$ cat config.mk
export PLATFORM = sky130hd
export DESIGN_NAME = lub_top
export DESIGN_NICKNAME = d
export VERILOG_FILES = /design/src/hw/lub_pkg.sv /design/src/hw/lub_if.sv /design/src/hw/lub_brg.sv /design/src/hw/lub_nfilt.sv /design/src/hw/lub_top.sv
export SDC_FILE = /design/constraint.sdc
export NUM_CORES = 1
export LEC_CHECK = 0
export ABC_AREA = 1
export BUFFER_PORTS_ARGS = -buffer_cell sky130_fd_sc_hd__buf_2
export CORE_MARGIN = 2
export CORE_UTILIZATION = 60
export DETAILED_ROUTE_END_ITERATION = 16
export HOLD_SLACK_MARGIN = 0.03
export PLACE_DENSITY = 0.77
export SYNTH_ARGS = -nofsm -noshare
export SYNTH_HDL_FRONTEND = slang
export SYNTH_SLANG_ARGS = --single-unit
$ cat constraint.sdc
create_clock -name CLOCK_I -period 13.7 [get_ports CLOCK_I]
set_clock_uncertainty 0.15 [all_clocks]
set_input_delay 1.37 -clock CLOCK_I [delete_from_list [all_inputs] [get_ports CLOCK_I]]
set_output_delay 1.37 -clock CLOCK_I [all_outputs]
set_load 0.05 [all_outputs]
$ cat src/hw/lub_pkg.sv
package lub_pkg;
  localparam int ADDR_W = 12;
  localparam logic [11:0] ADDR_DATA = 12'hf40;
  localparam logic [11:0] ADDR_STAT0 = 12'hf41;
  localparam logic [11:0] ADDR_CTL0 = 12'hf42;
  localparam logic [11:0] ADDR_CTL1 = 12'hf43;
  localparam logic [11:0] ADDR_MODE = 12'hf44;
  localparam logic [11:0] ADDR_NODE = 12'hf45;
  localparam logic [11:0] ADDR_BRH = 12'hf46;
  localparam logic [11:0] ADDR_BRL = 12'hf47;
  localparam logic [2:0] PAGE_MPROC = 3'h0;
  localparam logic [2:0] PAGE_FILT = 3'h1;
  localparam int CT0_TEN = 7;
  localparam int CT0_REN = 6;
  localparam int CT0_PEN = 5;
  localparam int CT0_PSEL = 4;
  localparam int CT0_LIN = 0;
  localparam int CT1_MULTIPROC_ADDRESSING_ENABLE = 7;
  localparam int CT1_RX_AVAIL_IRQ_ENABLE = 1;
  localparam int CT1_DIVISOR_TIMER_CONTROL = 0;
  localparam int CT1_FILTER_ENABLE = 7;
  localparam int CT1_NFW_LSB = 4;
  localparam int MODE_PAGE_LSB = 5;
  localparam logic [15:0] DIV_RESET = 16'h0002;
  localparam logic [3:0] OVS_SHIFT = 4'h4;
  localparam logic [3:0] BITS_PLAIN = 4'h8;
  localparam logic [3:0] BITS_EXTRA = 4'h9;
  localparam logic [2:0] NF_WIDTH_RESET = 3'h0;
  localparam logic [10:0] NF_CNT_FULL = 11'h7ff;
  typedef enum logic [1:0] {
    LUB_IDLE = 2'h0,
    LUB_START = 2'h1,
    LUB_DATA = 2'h3,
    LUB_STOP = 2'h2
  } lub_frame_t;
endpackage : lub_pkg

$ cat src/hw/lub_if.sv
`timescale 1ns/10ps
interface lub_brg_if;
  logic [15:0] divisor;
  logic whole_bit;
  logic restart;
  logic bit_tick;
  logic mid_tick;
  modport gen (input divisor, input whole_bit, input restart, output bit_tick, output mid_tick);
  modport user (output divisor, output whole_bit, output restart, input bit_tick, input mid_tick);
endinterface : lub_brg_if

interface lub_nf_if;
  logic enable;
  logic [2:0] width_sel;
  logic rx_pin;
  logic rx_out;
  logic sat_n;
  modport filt (input enable, input width_sel, input rx_pin, output rx_out, output sat_n);
  modport user (output enable, output width_sel, output rx_pin, input rx_out, input sat_n);
endinterface : lub_nf_if

$ cat src/hw/lub_brg.sv
`timescale 1ns/10ps
module lub_brg (
  input wire logic clk_i, // System clock
  input wire logic rst_i, // Synchronous reset
  lub_brg_if.gen brg      // Divisor in, ticks out
);
  import lub_pkg::*;
  typedef struct packed {
    logic [19:0] cnt;
  } lub_brg_st_t;
  lub_brg_st_t st_r;
  lub_brg_st_t st_nxt;
  logic [19:0] period;

  always_comb begin
    // Period is the divisor in LIN or timer use, sixteen times the divisor otherwise
    period = brg.whole_bit ? {4'h0, brg.divisor} : ({4'h0, brg.divisor} << OVS_SHIFT);
    if (period == 20'h0) begin
      period = 20'h1;
    end
    brg.bit_tick = st_r.cnt >= period - 20'h1;
    brg.mid_tick = st_r.cnt == (period >> 1);
    st_nxt.cnt = (brg.restart || brg.bit_tick) ? 20'h0 : st_r.cnt + 20'h1;
  end

  always_ff @(posedge clk_i) begin
    if (rst_i) begin
      st_r <= '0;
    end else begin
      st_r <= st_nxt;
    end
  end
endmodule : lub_brg

$ cat src/hw/lub_nfilt.sv
`timescale 1ns/10ps
module lub_nfilt (
  input wire logic clk_i, // System clock
  input wire logic rst_i, // Synchronous reset
  lub_nf_if.filt nf       // Filter controls and data
);
  import lub_pkg::*;
  typedef struct packed {
    logic [1:0] sync;
    logic [10:0] cnt;
    logic out;
    logic sat_n;
  } lub_nf_st_t;
  lub_nf_st_t st_r;
  lub_nf_st_t st_nxt;
  logic [10:0] mask;
  logic s;

  always_comb begin
    st_nxt = st_r;
    mask = NF_CNT_FULL >> (3'h7 - nf.width_sel);
    s = st_r.sync[1];
    st_nxt.sync = {st_r.sync[0], nf.rx_pin};
    if (st_r.cnt > mask) begin
      st_nxt.cnt = mask;
    end else if (s && st_r.cnt != mask) begin
      st_nxt.cnt = st_r.cnt + 11'h1;
    end else if (!s && st_r.cnt != 11'h0) begin
      st_nxt.cnt = st_r.cnt - 11'h1;
    end
    if (!nf.enable) begin
      st_nxt.out = s;
    end else if (s && st_r.cnt == mask - 11'h1) begin
      st_nxt.out = 1'b1;
    end else if (!s && st_r.cnt == 11'h1) begin
      st_nxt.out = 1'b0;
    end
    st_nxt.sat_n = nf.enable && st_nxt.cnt != 11'h0 && st_nxt.cnt != mask;
  end

  assign nf.rx_out = st_r.out;
  assign nf.sat_n = st_r.sat_n;

  always_ff @(posedge clk_i) begin
    if (rst_i) begin
      st_r <= '{sync: 2'h3, cnt: NF_CNT_FULL, out: 1'b1, sat_n: 1'b0};
    end else begin
      st_r <= st_nxt;
    end
  end
endmodule : lub_nfilt

$ cat src/hw/lub_top.sv
// Behaviour
// - Transmit interrupt follows the transmit-holding-empty flag.
// - Empty flag sets on transmitter enable and after each start bit.
// - Writing the transmit holding byte clears the empty flag, except in the cycle a start bit ends.
// - Data-available interrupt after byte stored, own enable bit.
// - Receiver interrupt also on break, overrun, framing, parity errors.
// - Multiprocessor mode gates data interrupts by last address byte.
// - Overrun keeps held byte, hides overrun and break until read.
// - After that read, overrun and available set, break shows cause.
// - Second data read after overrun status clears error bits.
// - Autobaud overflow sets overrun and timeout; data read clears.
// - Timer mode with receiver off: receiver interrupt per reload.
// - Divider clocked by system clock, 16-bit divisor from two bytes.
// - Normal rate clock over sixteen times divisor, LIN over divisor.
// - Filter synchronises input; enable inserts it, otherwise bypassed.
// - Three-bit select sets counter width from 4 to 11.
// - Output falls entering all-zeros, rises entering all-ones.
// - Bypassed filter adds three clocks of latency.
// - Active-low saturated output high when filter enabled and counter not saturated.
// - Unsaturated filter at mid-bit sample sets the noise event flag.
// - Transmit byte shares address with receive byte, goes out serially.
// - Data read clears available, parity, overrun, framing, break.
`timescale 1ns/10ps
module lub_top (
  input wire logic CLOCK_I,                      // System clock
  input wire logic RESET_I,                      // Synchronous reset
  input wire logic [lub_pkg::ADDR_W-1:0] ADDR_I, // Register address
  input wire logic [7:0] WDATA_I,                // Write data
  input wire logic WR_I,                         // Write strobe
  input wire logic RD_I,                         // Read strobe
  output logic [7:0] RDATA_O,                    // Read data, next cycle
  input wire logic RXD_I,                        // Serial receive pin
  output logic TXD_O,                            // Serial transmit pin
  input wire logic AUTOBAUD_OVF_I,               // Autobaud counter overflow pulse
  output logic TX_IRQ_O,                         // Transmitter interrupt
  output logic RX_IRQ_O                          // Receiver interrupt
);
  import lub_pkg::*;
  typedef struct packed {
    logic [7:0] rx_data;
    logic [7:0] tx_hold;
    logic [8:0] tx_shift;
    logic [8:0] rx_shift;
    lub_frame_t rx_st;
    lub_frame_t tx_st;
    logic [3:0] rx_cnt;
    logic [3:0] tx_cnt;
    logic rx_byte_available;
    logic pe;
    logic oe;
    logic fe;
    logic line_break_flag;
    logic autobaud_timeout_flag;
    logic tx_holding_empty;
    logic ovr_pend;
    logic brk_pend;
    logic ne;
    logic tmr_flag;
    logic transmitter_enable;
    logic ren;
    logic pen;
    logic psel;
    logic lin;
    logic [2:0] page;
    logic multiproc_addressing_enable;
    logic rx_avail_irq_enable;
    logic divisor_timer_control;
    logic nf_en;
    logic [2:0] nf_w;
    logic [7:0] node;
    logic [15:0] div;
    logic mp_match;
    logic irq_ok;
    logic [7:0] rdata;
    logic txd;
  } lub_state_t;
  lub_state_t st_r;
  lub_state_t st_nxt;

  lub_brg_if tx_brg ();
  lub_brg_if rx_brg ();
  lub_nf_if nf ();

  lub_brg u_tx_brg (
    .clk_i(CLOCK_I),
    .rst_i(RESET_I),
    .brg(tx_brg)
  );
  lub_brg u_rx_brg (
    .clk_i(CLOCK_I),
    .rst_i(RESET_I),
    .brg(rx_brg)
  );
  lub_nfilt u_nfilt (
    .clk_i(CLOCK_I),
    .rst_i(RESET_I),
    .nf(nf)
  );

  logic wr_data;
  logic rd_data;
  logic rd_stat;
  logic rd_mode;
  logic rxf;
  logic nine;
  logic [3:0] nbits;
  logic rx_done;
  logic rx_full;
  logic rx_brk;
  logic sample_now;
  logic tmr_mode;
  logic tx_first;
  logic ctl0_wr;
  logic [7:0] rx_byte;

  assign wr_data = WR_I && ADDR_I == ADDR_DATA;
  assign rd_data = RD_I && ADDR_I == ADDR_DATA;
  assign rd_stat = RD_I && ADDR_I == ADDR_STAT0;
  assign rd_mode = RD_I && ADDR_I == ADDR_MODE;
  assign ctl0_wr = WR_I && ADDR_I == ADDR_CTL0;
  assign rxf = nf.rx_out;
  assign nine = st_r.pen || st_r.multiproc_addressing_enable;
  assign nbits = nine ? BITS_EXTRA : BITS_PLAIN;
  assign tmr_mode = st_r.divisor_timer_control && !st_r.ren;
  assign sample_now = rx_brg.mid_tick && st_r.rx_st != LUB_IDLE;
  assign rx_done = rx_brg.mid_tick && st_r.rx_st == LUB_STOP;
  assign rx_full = st_r.rx_byte_available && !rd_data;
  assign rx_byte = nine ? st_r.rx_shift[7:0] : st_r.rx_shift[8:1];
  assign rx_brk = !rxf && (nine ? st_r.rx_shift == 9'h0 : st_r.rx_shift[8:1] == 8'h0);
  assign tx_first = tx_brg.bit_tick && st_r.tx_st == LUB_START;

  assign tx_brg.divisor = st_r.div;
  assign tx_brg.whole_bit = st_r.lin;
  assign tx_brg.restart = st_r.tx_st == LUB_IDLE;
  assign rx_brg.divisor = st_r.div;
  assign rx_brg.whole_bit = st_r.lin || tmr_mode;
  assign rx_brg.restart = st_r.ren && st_r.rx_st == LUB_IDLE && rxf;
  assign nf.enable = st_r.nf_en;
  assign nf.width_sel = st_r.nf_w;
  assign nf.rx_pin = RXD_I;

  always_comb begin
    st_nxt = st_r;
    // Register writes
    if (wr_data) begin
      st_nxt.tx_hold = WDATA_I;
      st_nxt.tx_holding_empty = 1'b0;
    end
    if (ctl0_wr) begin
      st_nxt.transmitter_enable = WDATA_I[CT0_TEN];
      st_nxt.ren = WDATA_I[CT0_REN];
      st_nxt.pen = WDATA_I[CT0_PEN];
      st_nxt.psel = WDATA_I[CT0_PSEL];
      st_nxt.lin = WDATA_I[CT0_LIN];
      if (WDATA_I[CT0_TEN] && !st_r.transmitter_enable) begin
        st_nxt.tx_holding_empty = 1'b1;
      end
    end
    if (WR_I && ADDR_I == ADDR_CTL1 && st_r.page == PAGE_MPROC) begin
      st_nxt.multiproc_addressing_enable = WDATA_I[CT1_MULTIPROC_ADDRESSING_ENABLE];
      st_nxt.rx_avail_irq_enable = WDATA_I[CT1_RX_AVAIL_IRQ_ENABLE];
      st_nxt.divisor_timer_control = WDATA_I[CT1_DIVISOR_TIMER_CONTROL];
    end
    if (WR_I && ADDR_I == ADDR_CTL1 && st_r.page == PAGE_FILT) begin
      st_nxt.nf_en = WDATA_I[CT1_FILTER_ENABLE];
      st_nxt.nf_w = WDATA_I[CT1_NFW_LSB+2:CT1_NFW_LSB];
    end
    if (WR_I && ADDR_I == ADDR_MODE) begin
      st_nxt.page = WDATA_I[MODE_PAGE_LSB+2:MODE_PAGE_LSB];
    end
    if (WR_I && ADDR_I == ADDR_NODE) begin
      st_nxt.node = WDATA_I;
    end
    if (WR_I && ADDR_I == ADDR_BRH) begin
      st_nxt.div[15:8] = WDATA_I;
    end
    if (WR_I && ADDR_I == ADDR_BRL) begin
      st_nxt.div[7:0] = WDATA_I;
    end
    // Read side effects, clears come before hardware sets
    if (rd_data) begin
      if (st_r.ovr_pend) begin
        st_nxt.rx_byte_available = 1'b1;
        st_nxt.oe = 1'b1;
        st_nxt.line_break_flag = st_r.brk_pend;
        st_nxt.pe = 1'b0;
        st_nxt.fe = 1'b0;
        st_nxt.ovr_pend = 1'b0;
        st_nxt.brk_pend = 1'b0;
      end else begin
        {st_nxt.rx_byte_available, st_nxt.pe, st_nxt.oe, st_nxt.fe, st_nxt.line_break_flag, st_nxt.autobaud_timeout_flag} = 6'h0;
      end
    end
    if (rd_stat) begin
      st_nxt.tmr_flag = 1'b0;
    end
    if (rd_mode) begin
      st_nxt.ne = 1'b0;
    end
    // Transmitter
    unique case (st_r.tx_st)
      LUB_IDLE: begin
        if (st_r.transmitter_enable && !st_r.tx_holding_empty) begin
          // Ninth bit is parity only when parity is on, else 0 as the address-mark slot
          st_nxt.tx_shift = {st_r.pen & ((^st_r.tx_hold) ^ st_r.psel), st_r.tx_hold};
          st_nxt.tx_st = LUB_START;
        end
      end
      LUB_START: begin
        if (tx_brg.bit_tick) begin
          st_nxt.tx_holding_empty = 1'b1;
          st_nxt.tx_cnt = 4'h0;
          st_nxt.tx_st = LUB_DATA;
        end
      end
      LUB_DATA: begin
        if (tx_brg.bit_tick) begin
          st_nxt.tx_shift = {1'b1, st_r.tx_shift[8:1]};
          st_nxt.tx_cnt = st_r.tx_cnt + 4'h1;
          if (st_r.tx_cnt == nbits - 4'h1) begin
            st_nxt.tx_st = LUB_STOP;
          end
        end
      end
      LUB_STOP: begin
        if (tx_brg.bit_tick) begin
          st_nxt.tx_st = LUB_IDLE;
        end
      end
    endcase
    st_nxt.txd = st_nxt.tx_st == LUB_START ? 1'b0 : (st_nxt.tx_st == LUB_DATA ? st_nxt.tx_shift[0] : 1'b1);
    // Receiver
    unique case (st_r.rx_st)
      LUB_IDLE: begin
        if (st_r.ren && !rxf) begin
          st_nxt.rx_st = LUB_START;
        end
      end
      LUB_START: begin
        if (rx_brg.mid_tick) begin
          st_nxt.rx_cnt = 4'h0;
          st_nxt.rx_st = rxf ? LUB_IDLE : LUB_DATA;
        end
      end
      LUB_DATA: begin
        if (rx_brg.mid_tick) begin
          st_nxt.rx_shift = {rxf, st_r.rx_shift[8:1]};
          st_nxt.rx_cnt = st_r.rx_cnt + 4'h1;
          if (st_r.rx_cnt == nbits - 4'h1) begin
            st_nxt.rx_st = LUB_STOP;
          end
        end
      end
      LUB_STOP: begin
        if (rx_brg.mid_tick) begin
          st_nxt.rx_st = LUB_IDLE;
        end
      end
    endcase
    if (!st_r.ren) begin
      st_nxt.rx_st = LUB_IDLE;
    end
    if (sample_now && nf.sat_n) begin
      st_nxt.ne = 1'b1;
    end
    if (rx_done) begin
      if (rx_full) begin
        st_nxt.ovr_pend = 1'b1;
        st_nxt.brk_pend = rx_brk;
      end else begin
        st_nxt.rx_data = rx_byte;
        st_nxt.rx_byte_available = 1'b1;
        st_nxt.pe = st_r.pen && ((^st_r.rx_shift) != st_r.psel);
        st_nxt.fe = !rxf;
        st_nxt.line_break_flag = rx_brk;
        st_nxt.irq_ok = !st_r.multiproc_addressing_enable || st_r.rx_shift[8] || st_r.mp_match;
        if (st_r.multiproc_addressing_enable && st_r.rx_shift[8]) begin
          st_nxt.mp_match = rx_byte == st_r.node;
          st_nxt.irq_ok = rx_byte == st_r.node;
        end
      end
    end
    if (AUTOBAUD_OVF_I) begin
      st_nxt.oe = 1'b1;
      st_nxt.autobaud_timeout_flag = 1'b1;
    end
    if (tmr_mode && rx_brg.bit_tick) begin
      st_nxt.tmr_flag = 1'b1;
    end
    // Read data
    if (RD_I) begin
      unique case (ADDR_I)
        ADDR_DATA: st_nxt.rdata = st_r.rx_data;
        ADDR_STAT0: st_nxt.rdata = {st_r.rx_byte_available, st_r.pe, st_r.oe, st_r.fe, st_r.line_break_flag, st_r.tx_holding_empty,
                                    st_r.tx_holding_empty && st_r.tx_st == LUB_IDLE, st_r.lin && st_r.autobaud_timeout_flag};
        ADDR_CTL0: st_nxt.rdata = {st_r.transmitter_enable, st_r.ren, st_r.pen, st_r.psel, 3'h0, st_r.lin};
        ADDR_CTL1: st_nxt.rdata = st_r.page == PAGE_MPROC ? {st_r.multiproc_addressing_enable, 5'h0, st_r.rx_avail_irq_enable, st_r.divisor_timer_control} :
                                  (st_r.page == PAGE_FILT ? {st_r.nf_en, st_r.nf_w, 4'h0} : 8'h0);
        ADDR_MODE: st_nxt.rdata = {st_r.page, 4'h0, st_r.ne};
        ADDR_NODE: st_nxt.rdata = st_r.node;
        ADDR_BRH: st_nxt.rdata = st_r.div[15:8];
        ADDR_BRL: st_nxt.rdata = st_r.div[7:0];
        default: st_nxt.rdata = 8'h0;
      endcase
    end
  end

  assign RDATA_O = st_r.rdata;
  assign TXD_O = st_r.txd;
  assign TX_IRQ_O = st_r.tx_holding_empty;
  assign RX_IRQ_O = (st_r.rx_byte_available && st_r.rx_avail_irq_enable && st_r.irq_ok) || st_r.pe || st_r.oe || st_r.fe || st_r.line_break_flag ||
                    st_r.tmr_flag;

  always_ff @(posedge CLOCK_I) begin
    if (RESET_I) begin
      st_r <= '0;
      st_r.tx_holding_empty <= 1'b1;
      st_r.txd <= 1'b1;
      st_r.div <= DIV_RESET;
      st_r.nf_w <= NF_WIDTH_RESET;
      st_r.irq_ok <= 1'b1;
    end else begin
      st_r <= st_nxt;
    end
  end
endmodule : lub_top

==> impl_metrics.yaml, run 1 <==
power:
  cellPowerDensity_nw_per_um2: 91.7
  cellLeakagePower_nw: 5.45
  vdd.ir_drop.worst_mv: 0.0970
clocking:
  clk_pin_slew_worst_paths_ns: 0.07
  htree_levels: 4
  cts_tree: "built"
  clk_latency_ns: 0.44
  cts_root_buf: "clkbuf_16"
  cts_buffer_depth: 2
  postCtsSetupRepairBufs: 0
  cts.repair.resized: 0
  cts_sinks: 162
  postCtsHoldBufs: 0
  cts_buffers: 17
hold_path:
  min_path_type: "flop to flop"
synth:
  netlist_area_sq_um: 11200
  synth-seq-area-share_pct: 29.0
  synth_compound_area_share_pct: 13.5
  synth_fa_ha_area_share_pct: 7.39
  synthArstFlopShare_pct: 0
  yosys_warnings: 0
  synth_top_area_share_pct: 29.0
  syn_inst: 1720
  synth_edf_count: 0
  yosysTopAreaCell: "dfxtp_1"
  ys_types: 51
  ys_ff_latch: 162
  synth.most_common_cell: "nand2_1"
  synth_area_leaders: "dfxtp_1 (29%), nand2_1 (13%), nor2_1 (8.0%)"
  muxShareOfSynthArea_pct: 0
  synth_ff_type: "dfxtp_1"
  synth.avg_cell_area_sq_um: 6.50
  synth-xor-area-share_pct: 6.35
  synth-simple-area-share_pct: 33.8
  synth_common_cells: "nand2_1 (375), nor2_1 (238), inv_1 (217), dfxtp_1 (162), nand3_1 (111)"
  synthesis.nets: 1812
  synth_top_family_by_area: "simple AND/OR/NAND/NOR gates"
floorplanning:
  core-area_sq_um: 18100
  start_util_pct: 61.6
  rows: 49
  die_h_um: 140
  fp.dieW_um: 140
  dieArea_sq_um: 19700
  ios: 37
route:
  wl_per_cell_um: 15.7
  wirelength_um: 31000
  ant_nets: 0
  drtIter0Drc: 997
  first_pass_iters: 6
  via_per_inst: 5.72
  drc: 0
  vias: 11275
setup_path:
  cp.required_ns: 13.87
  critPathMostFrequentCell: "nand2_1"
  crit_arrival_ns: 6.35
  endpoint_kind: "flop"
  path_max_fanout: 35
  critPathMaxStageDelay_ns: 1.05
  startpoint_type: "flop"
  critPathSlowestCell: "dfxtp_1"
  worst-setup-path-type: "flop to flop"
timing:
  maxSlewViolCount: 0
  min_period_over_period_pct: 45.1
  rsz0062_at_grt: "no"
  max_slew_margin_pct: 26.4
  setup_viol: 0
  timing.final.crit_period_ns: 6.18
  final_hold_viol_count: 0
  worst_slew_pin_slew_ns: 1.10
  max_clock_freq_mhz: 162
  fin_ws_ns: 7.52
  setup-tns-final_ns: 0
layout:
  drive_above_1_share_pct: 6.32
  nFillCells: 1693
  syn2layout_area_growth_pct: 7.60
  fin_nets: 1820
global_routing:
  grt.total_usage_pct: 31.6
  antenna_found_initial: 2
  grt_max_degree: 69
  grt_pass1_wl_um: 50800
  gr-total-overflow: 0
  grt_pass1_vias: 10443
placement:
  io_buffers: 36
  gp_congestion: 1.02
  dp.final_hpwl_um: 23300
  dp_slack_ns: 7.61
job:
  max-cap-violations: 0
outcome:
  outcome: "finished clean"
[layout by cell type (no fill, tap or decap), types with 2 or more instances in the layout]
master and n:
nor3_1 37, clkbuf_16 17, or2_2 9, nand3b_1 8
nand2_4 3, inv_2 3, xor2_1 61, buf_4 4
nand2_1 375, clkinv_1 3, nand3_1 111, nand2_2 10
nor2_1 238, nand4_1 45, inv_6 2, o211ai_1 2
nor3b_1 6, o21ai_1 13, dfxtp_1 162, a211oi_1 27
o221ai_1 3, inv_8 6, clkinv_8 3, buf_2 36
a31oi_1 5, o21ai_0 89, o31ai_1 3, nor2_2 5
xnor2_1 20, o32ai_1 4, a21oi_1 99, o22ai_1 16
inv_1 216, ha_1 66, nor4_1 12, clkinv_4 2
nor4_2 2
[routing by layer]
layer	wire length [um]	vias up	GRT usage, %
met5	0	-	0
met4	1120	0	11.9
li1	-	5665	-
met3	2190	98	6.26
met1	13500	5096	40.9
met2	14200	416	52.2
[worst max-delay path, delay by kind of cell, from the launching register on]
family	cells	cell delay, ns
compound gates	2	0.25
simple gates	23	3.61
buf+inv	3	0.35
flops	1	1.05
xor+xnor	1	0.15
fa+ha+maj	2	0.48
[kinds of logic after synthesis]
logic type               count (synthesis)
AO/OA/AOI/OAI                          270
XOR/XNOR                                81
adder cells (fa/ha/maj)                 66
buffers and inverters                  274
flip-flops                             162
AND/OR/NAND/NOR                        867
[state kept, by name, summed over array words and instances (netlist names)]
name / count
st_r: 76
u_nfilt.st_r: 11
TX_IRQ_O: 1
u_tx_brg.st_r: 20
u_nfilt.nf.sat_n: 1
nf.width_sel: 3
nf.enable: 1
u_nfilt.st_nxt: 1
TXD_O: 1
u_nfilt.nf.rx_out: 1
rx_brg.divisor: 16
u_rx_brg.st_r: 20
RDATA_O: 8
tx_brg.whole_bit: 1
u_nfilt.s: 1
[final cells by class]
| class | instances | area [sq um] | area share (%) |
|---|---|---|---|
| sequential | 162 | 3240 | 27.0 |
| timing repair buffer | 40 | 210 | 1.75 |
| clock buffer | 17 | 425 | 3.54 |
| antenna | 1 | 2.50 | 0.0208 |
| multi-input combinational | 1284 | 6830 | 56.8 |
| tap | 229 | 287 | 2.38 |
| inverter | 223 | 840 | 6.98 |
| clock inverter | 15 | 189 | 1.57 |
[worst paths after layout]
| check | startpoint | endpoint | slack, ns | cells past startpoint |
|---|---|---|---|---|
| max | tx_brg.whole_bit$_SDFFE_PP0P_ | u_tx_brg.st_r[19]$_SDFF_PP0_ | 7.52 | 31 |
| min | u_nfilt.st_nxt[14]$_SDFF_PP1_ | u_nfilt.s$_SDFF_PP1_ | 0.26 | 1 |
| max reg2reg | tx_brg.whole_bit$_SDFFE_PP0P_ | u_tx_brg.st_r[19]$_SDFF_PP0_ | 7.52 | 31 |
| min reg2reg | u_nfilt.st_nxt[14]$_SDFF_PP1_ | u_nfilt.s$_SDFF_PP1_ | 0.26 | 1 |
[through the flow]
step	hold WS [ns]	utilization, %	instances	cell area [sq um]	power, W
after global routing	0.276	66.3	1971	12000	0.00115
after global placement	0.242	62.9	1938	11400	0.000608
after CTS	0.263	66.3	1970	12000	0.00111
after floorplan	0.239	-	1720	11200	0.000581
final	0.261	66.3	1971	12000	0.00110
after detailed placement	0.247	62.9	1938	11400	0.000610
[power by group]
part           total, W  internal [W]  leakage [nW]  switching, W
Clock          0.000501      0.000264         0.298      0.000237
Combinational  0.000110     0.0000351          3.84     0.0000747
Sequential     0.000493      0.000480          1.31     0.0000124
Note: power is estimated with default switching activity, not from simulation.
==> run 2, diff against run 1 <==
--- a/config.mk
+++ b/config.mk
@@ -8,7 +8,7 @@
 export ABC_AREA = 1
 export BUFFER_PORTS_ARGS = -buffer_cell sky130_fd_sc_hd__buf_2
 export CORE_MARGIN = 2
-export CORE_UTILIZATION = 60
+export CORE_UTILIZATION = 57
 export DETAILED_ROUTE_END_ITERATION = 16
 export HOLD_SLACK_MARGIN = 0.03
 export PLACE_DENSITY = 0.77
==> constraint.sdc (replaced) <==
create_clock -name CLOCK_I -period 5.1 [get_ports CLOCK_I]
set_clock_uncertainty 0.15 [all_clocks]
set_input_delay 0.51 -clock CLOCK_I [delete_from_list [all_inputs] [get_ports CLOCK_I]]
set_output_delay 0.51 -clock CLOCK_I [all_outputs]
set_load 0.05 [all_outputs]
==> run 2 against run 1 <==
Sequential share of layout area decreased by 0.76 points. Largest power group unchanged. Critical endpoint is now u_rx_brg.st_r[14]$_SDFF_PP0_. Via count increased by 0.98%. Die area increased by 5.1%. Clock-buffer cell count unchanged. Clock power increased to 3.0 times the previous value. Worst setup slack got worse by 7.2 ns.
==> impl_metrics.yaml, run 2 (synthesized netlist as in run 1, its figures left out) <==
timing:
  max_clock_freq_mhz: 208
  rsz0062_at_grt: "yes"
  timing.final.crit_period_ns: 4.82
  final_hold_viol_count: 0
  maxSlewViolCount: 0
  worst_slew_pin_slew_ns: 0.939
  min_period_over_period_pct: 94.4
  max_slew_margin_pct: 37.2
  setup_viol: 0
route:
  wl_per_cell_um: 15.4
  first_pass_iters: 7
  drtIter0Drc: 968
  vias: 11386
  ant_nets: 0
  wirelength_um: 31100
  drc: 0
  via_per_inst: 5.63
layout:
  reg.largest.list: "st_r: 76 flops, u_rx_brg.st_r: 20 flops, u_tx_brg.st_r: 20 flops"
  final_common_cell: "nand2_1"
  regMostFlops: "st_r"
  syn2layout_area_growth_pct: 10.9
  layout_common_cells: "nand2_1 (372), nor2_1 (232), inv_1 (214), dfxtp_1 (161), nand3_1 (110)"
  largest_reg_flops: 76
  fin_nets: 1838
  instances_no_fill: 2024
  drive_above_1_share_pct: 8.13
  antennaDiodeCount: 0
global_routing:
  grt.total_usage_pct: 29.8
  antenna_found_initial: 0
  grt_max_degree: 55
  gr-total-overflow: 0
  grt_pass1_vias: 10354
  grt_pass1_wl_um: 49500
power:
  vdd.ir_drop.worst_mv: 0.228
  p_total_w: 0.00311
  cellLeakagePower_nw: 5.59
  cellPowerDensity_nw_per_um2: 251
clocking:
  cts_buffers: 17
  clk_pin_slew_worst_paths_ns: 0.07
  cts_root_buf: "clkbuf_16"
  postCtsHoldBufs: 0
  cts_tree: "built"
  htree_levels: 4
  cts_sinks: 162
  cts_buffer_depth: 2
  clk_latency_ns: 0.44
floorplanning:
  fp.dieW_um: 144
  rows: 51
  die_h_um: 144
  ios: 37
  start_util_pct: 57.8
  core-area_sq_um: 19300
  dieArea_sq_um: 20700
placement:
  gp_congestion: 0.993
  io_buffers: 36
  dp.final_hpwl_um: 23100
  placedCellCount: 1985
setup_path:
  startpoint_type: "flop"
  r2r_slack_ns: 0.28
  endpoint_kind: "flop"
  r2r-start: "st_r[48]$_SDFFE_PP0P_"
  path_max_fanout: 20
  critPathMostFrequentCell: "nand2_1"
  regToRegEndpoint: "u_rx_brg.st_r[14]$_SDFF_PP0_"
  worst-setup-path-type: "flop to flop"
  critPathLaunch: "st_r[48]$_SDFFE_PP0P_"
  r2r_cells: 28
  critPathSlowestCell: "dfxtp_4"
  crit_arrival_ns: 5.02
  critPathMaxStageDelay_ns: 0.39
  cp.required_ns: 5.31
job:
  max-cap-violations: 0
hold_path:
  min-delay-start: "RXD_I"
  hold_end: "u_nfilt.st_nxt[14]$_SDFF_PP1_"
  whs_path_depth: 2
  min_path_type: "input pin to flop"
outcome:
  outcome: "finished clean"
==> run 2: layout make-up <==
| cell class | instances | area [sq um] |
|---|---|---|
| inverter | 223 | 842 |
| clock buffer | 17 | 425 |
| multi-input combinational | 1285 | 6910 |
| sequential | 162 | 3250 |
| timing repair buffer | 57 | 383 |
| clock inverter | 15 | 248 |
| fill | 1774 | 6940 |
| tap | 265 | 332 |
==> run 2: critical path: cells and delay by family, from the launching register on <==
family / cells / cell delay, ns
adders and majority gates: 2 / 0.53
and+or+nand+nor: 17 / 2.37
buffers and inverters: 6 / 0.71
xor gates and xnor gates: 1 / 0.14
AOI/OAI and AO/OA: 2 / 0.41
DFF: 1 / 0.39
==> run 2: report_power, final <==
group          internal [W]  switching, W  total (W)  leakage, nW
Clock              0.000888      0.000593    0.00148        0.327
Combinational      0.000102      0.000202   0.000304         3.95
Sequential          0.00129     0.0000345    0.00132         1.31
Total               0.00228      0.000829    0.00311         5.59
==> run 2: worst max path at each step <==
stage,end,slack (ns)
after detailed placement,st_r[84]$_SDFFE_PP0P_,-0.14
after floorplan,st_r[85]$_SDFFE_PP0P_,0.60
after global placement,st_r[85]$_SDFFE_PP0P_,0.1
after CTS,st_r[85]$_SDFFE_PP0P_,-0.004
after global routing,st_r[84]$_SDFFE_PP0P_,-0.05
final,u_rx_brg.st_r[14]$_SDFF_PP0_,0.28
==> run 2: repair_timing <==
action                                  4_1_cts  5_1_grt
gates cloned                                  0        2
gates resized for setup                       2       25
buffers inserted                              0        5
endpoints found under the setup margin       13       57
pin swaps                                     0        8
==> run 2: per-layer routing <==
layer	global-route usage, %	vias to the layer above	part of all wire (%)
li1	-	5688	-
met1	38.3	5215	43
met2	50.7	402	47
met3	5.03	81	6.4
met4	10.3	0	3.0
met5	0	-	0
==> run 2: through the flow <==
step	TNS, ns	util [%]	setup slack (ns)	hold WS, ns	area [sq um]
finish	0	64.1	0.285	0.101	12400
global route	-0.130	64.1	-0.0475	0.108	12400
floorplan	0	-	0.604	0.239	11200
CTS	-0.00399	63.2	-0.00399	0.0955	12200
global placement	0	59.7	0.0983	0.241	11500
detailed placement	-1.23	59.7	-0.140	0.249	11500
==> run 3, diff against run 2 <==
--- a/config.mk
+++ b/config.mk
@@ -7,6 +7,7 @@
 export LEC_CHECK = 0
 export ABC_AREA = 1
 export BUFFER_PORTS_ARGS = -buffer_cell sky130_fd_sc_hd__buf_2
+export CORE_ASPECT_RATIO = 0.7
 export CORE_MARGIN = 2
 export CORE_UTILIZATION = 57
 export DETAILED_ROUTE_END_ITERATION = 16
==> run 3 against run 2 <==
Utilization grew 0.53 points. Clock-buffer cell count unchanged. Sequential share of layout area increased by 0.12 points. Power down 4.6%. Critical endpoint is now st_r[64]$_SDFFE_PP0P_. Maximum frequency down 1.8%. Flip-flop and latch count did not move. Critical path type unchanged. Largest cell class unchanged. Wire length rose by 4.4%. Final area is 0.52% lower. Via count increased by 1.6%. Sequential power barely moved. Global-route usage rose by 1.5 points. Largest power group unchanged. Register-to-register slack worse by 0.09 ns.
==> impl_metrics.yaml, run 3 (synthesized netlist as in run 1, its figures left out) <==
layout:
  largest_reg_flops: 76
  layout_common_cells: "nand2_1 (372), nor2_1 (230), inv_1 (214), dfxtp_1 (161), nand3_1 (110)"
  regMostFlops: "st_r"
  fin_nets: 1843
  reg.largest.list: "st_r: 76 flops, u_rx_brg.st_r: 20 flops, u_tx_brg.st_r: 20 flops"
  drive_above_1_share_pct: 8.45
  instances_no_fill: 2029
  final_common_cell: "nand2_1"
  utilization_pct: 64.6
  syn2layout_area_growth_pct: 10.3
hold_path:
  min-delay-start: "RXD_I"
  min_path_type: "input pin to flop"
  whs_path_depth: 2
  hold_end: "u_nfilt.st_nxt[14]$_SDFF_PP1_"
global_routing:
  grt_pass1_wl_um: 51300
  gr-total-overflow: 0
  antenna_found_initial: 1
  grt.total_usage_pct: 31.4
  grt_use_met3_pct: 7.83
  grt.busiest_layer: "met1"
  grt_use_met1_pct: 47.0
  met2_usage_pct: 44.4
  grt_pass1_vias: 10127
  grt_max_degree: 69
timing:
  fin_ws_ns: 0.196
  setup_viol: 0
  final_hold_viol_count: 0
  timing.final.crit_period_ns: 4.90
  setup-tns-final_ns: 0
  worst_slew_pin_slew_ns: 1.11
  max_clock_freq_mhz: 204
  whs_ns: 0.101
  min_period_over_period_pct: 96.2
  max_slew_margin_pct: 25.9
  maxSlewViolCount: 0
setup_path:
  crit_arrival_ns: 5.04
  r2r_cells: 29
  critPathMostFrequentCell: "nand2_1"
  worst-setup-path-type: "flop to flop"
  r2r_slack_ns: 0.20
  critPathSlowestCell: "dfxtp_1"
  path_max_fanout: 8
  startpoint_type: "flop"
  r2r-start: "tx_brg.whole_bit$_SDFFE_PP0P_"
  endpoint_kind: "flop"
  regToRegEndpoint: "st_r[64]$_SDFFE_PP0P_"
  cp.required_ns: 5.24
  critPathMaxStageDelay_ns: 0.36
clocking:
  cts_root_buf: "clkbuf_16"
  cts_sinks: 162
  htree_levels: 4
  postCtsHoldBufs: 0
  clk_pin_slew_worst_paths_ns: 0.07
  cts_tree: "built"
  clk_latency_ns: 0.44
  cts_buffer_depth: 2
  cts_buffers: 17
route:
  ant_nets: 0
  wirelength_um: 32500
  via_per_inst: 5.70
  wl_per_cell_um: 16.0
  drtIter0Drc: 1390
  drc: 0
  vias: 11567
  first_pass_iters: 7
placement:
  io_buffers: 36
  dp_slack_ns: -0.167
  placedCellCount: 1988
  dp.final_hpwl_um: 24000
  gp_congestion: 1.00
floorplanning:
  start_util_pct: 58.6
  fp.dieW_um: 171
  core-area_sq_um: 19100
  rows: 42
  ios: 37
  die_h_um: 121
  dieArea_sq_um: 20800
power:
  vdd.ir_drop.worst_mv: 0.189
  cellLeakagePower_nw: 5.58
  cellPowerDensity_nw_per_um2: 241
outcome:
  outcome: "finished clean"
job:
  max-cap-violations: 0
[run 3: changes by cell type in the layout (fill, tap and decap cells not counted), moves of 2 or more]
cell       previous run  this run
buf_4                16        25
inv_6                 3         5
clkinv_4              1         3
buf_6                 2         0
nor2_1              232       230
bufinv_16             5         2
[run 3: power by group]
group	total, W	internal [W]	switching, W
combinational	0.000312	0.000102	0.000209
sequential	0.00132	0.00129	0.0000336
clock	0.00133	0.000737	0.000595
[run 3: worst max-delay path, delay by kind of cell, from the launching register on]
kind	cells	cell delay, ns
compound gates	2	0.27
simple gates	21	2.88
flops	1	0.36
fa+ha+maj	2	0.46
xor+xnor	1	0.15
buf+inv	3	0.48
[run 3: worst max-delay path by stage]
stage | start | end | slack (ns)
3_5_place_dp | tx_brg.whole_bit$_SDFFE_PP0P_ | st_r[86]$_SDFFE_PP0P_ | -0.17
2_1_floorplan | tx_brg.whole_bit$_SDFFE_PP0P_ | st_r[85]$_SDFFE_PP0P_ | 0.60
4_1_cts | st_r[48]$_SDFFE_PP0P_ | u_tx_brg.st_r[19]$_SDFF_PP0_ | 0.05
5_1_grt | st_r[48]$_SDFFE_PP0P_ | u_tx_brg.st_r[19]$_SDFF_PP0_ | -0.05
6_report | tx_brg.whole_bit$_SDFFE_PP0P_ | st_r[64]$_SDFFE_PP0P_ | 0.20
3_3_place_gp | tx_brg.whole_bit$_SDFFE_PP0P_ | st_r[89]$_SDFFE_PP0P_ | 0.04
[run 3: area by class of cell]
| cell class | instances | area [sq um] |
|---|---|---|
| tap | 264 | 330 |
| sequential | 162 | 3240 |
| multi-input combinational | 1285 | 6920 |
| inverter | 223 | 842 |
| antenna | 1 | 2.50 |
| clock inverter | 15 | 173 |
| timing repair buffer | 62 | 388 |
| clock buffer | 17 | 425 |
| fill | 1765 | 6750 |
[run 3: what timing repair did]
action                     CTS  global route
setup buffers                0             7
gates cloned                 0             1
pin swaps                    0             5
setup endpoints to repair   16            57
gates resized for setup      4            23
[run 3: routing by layer]
metal | up-vias | part of all wire, %
li1 | 5704 | -
met4 | 0 | 1.5
met2 | 535 | 40
met1 | 5282 | 48
met5 | - | 0
met3 | 46 | 11
[run 3: stage by stage]
step / total power (W) / area [sq um]
finish: 0.00297 / 12300
global route: 0.00307 / 12300
CTS: 0.00296 / 12200
detailed placement: 0.00165 / 11600
global placement: 0.00164 / 11600
floorplan: 0.00156 / 11200
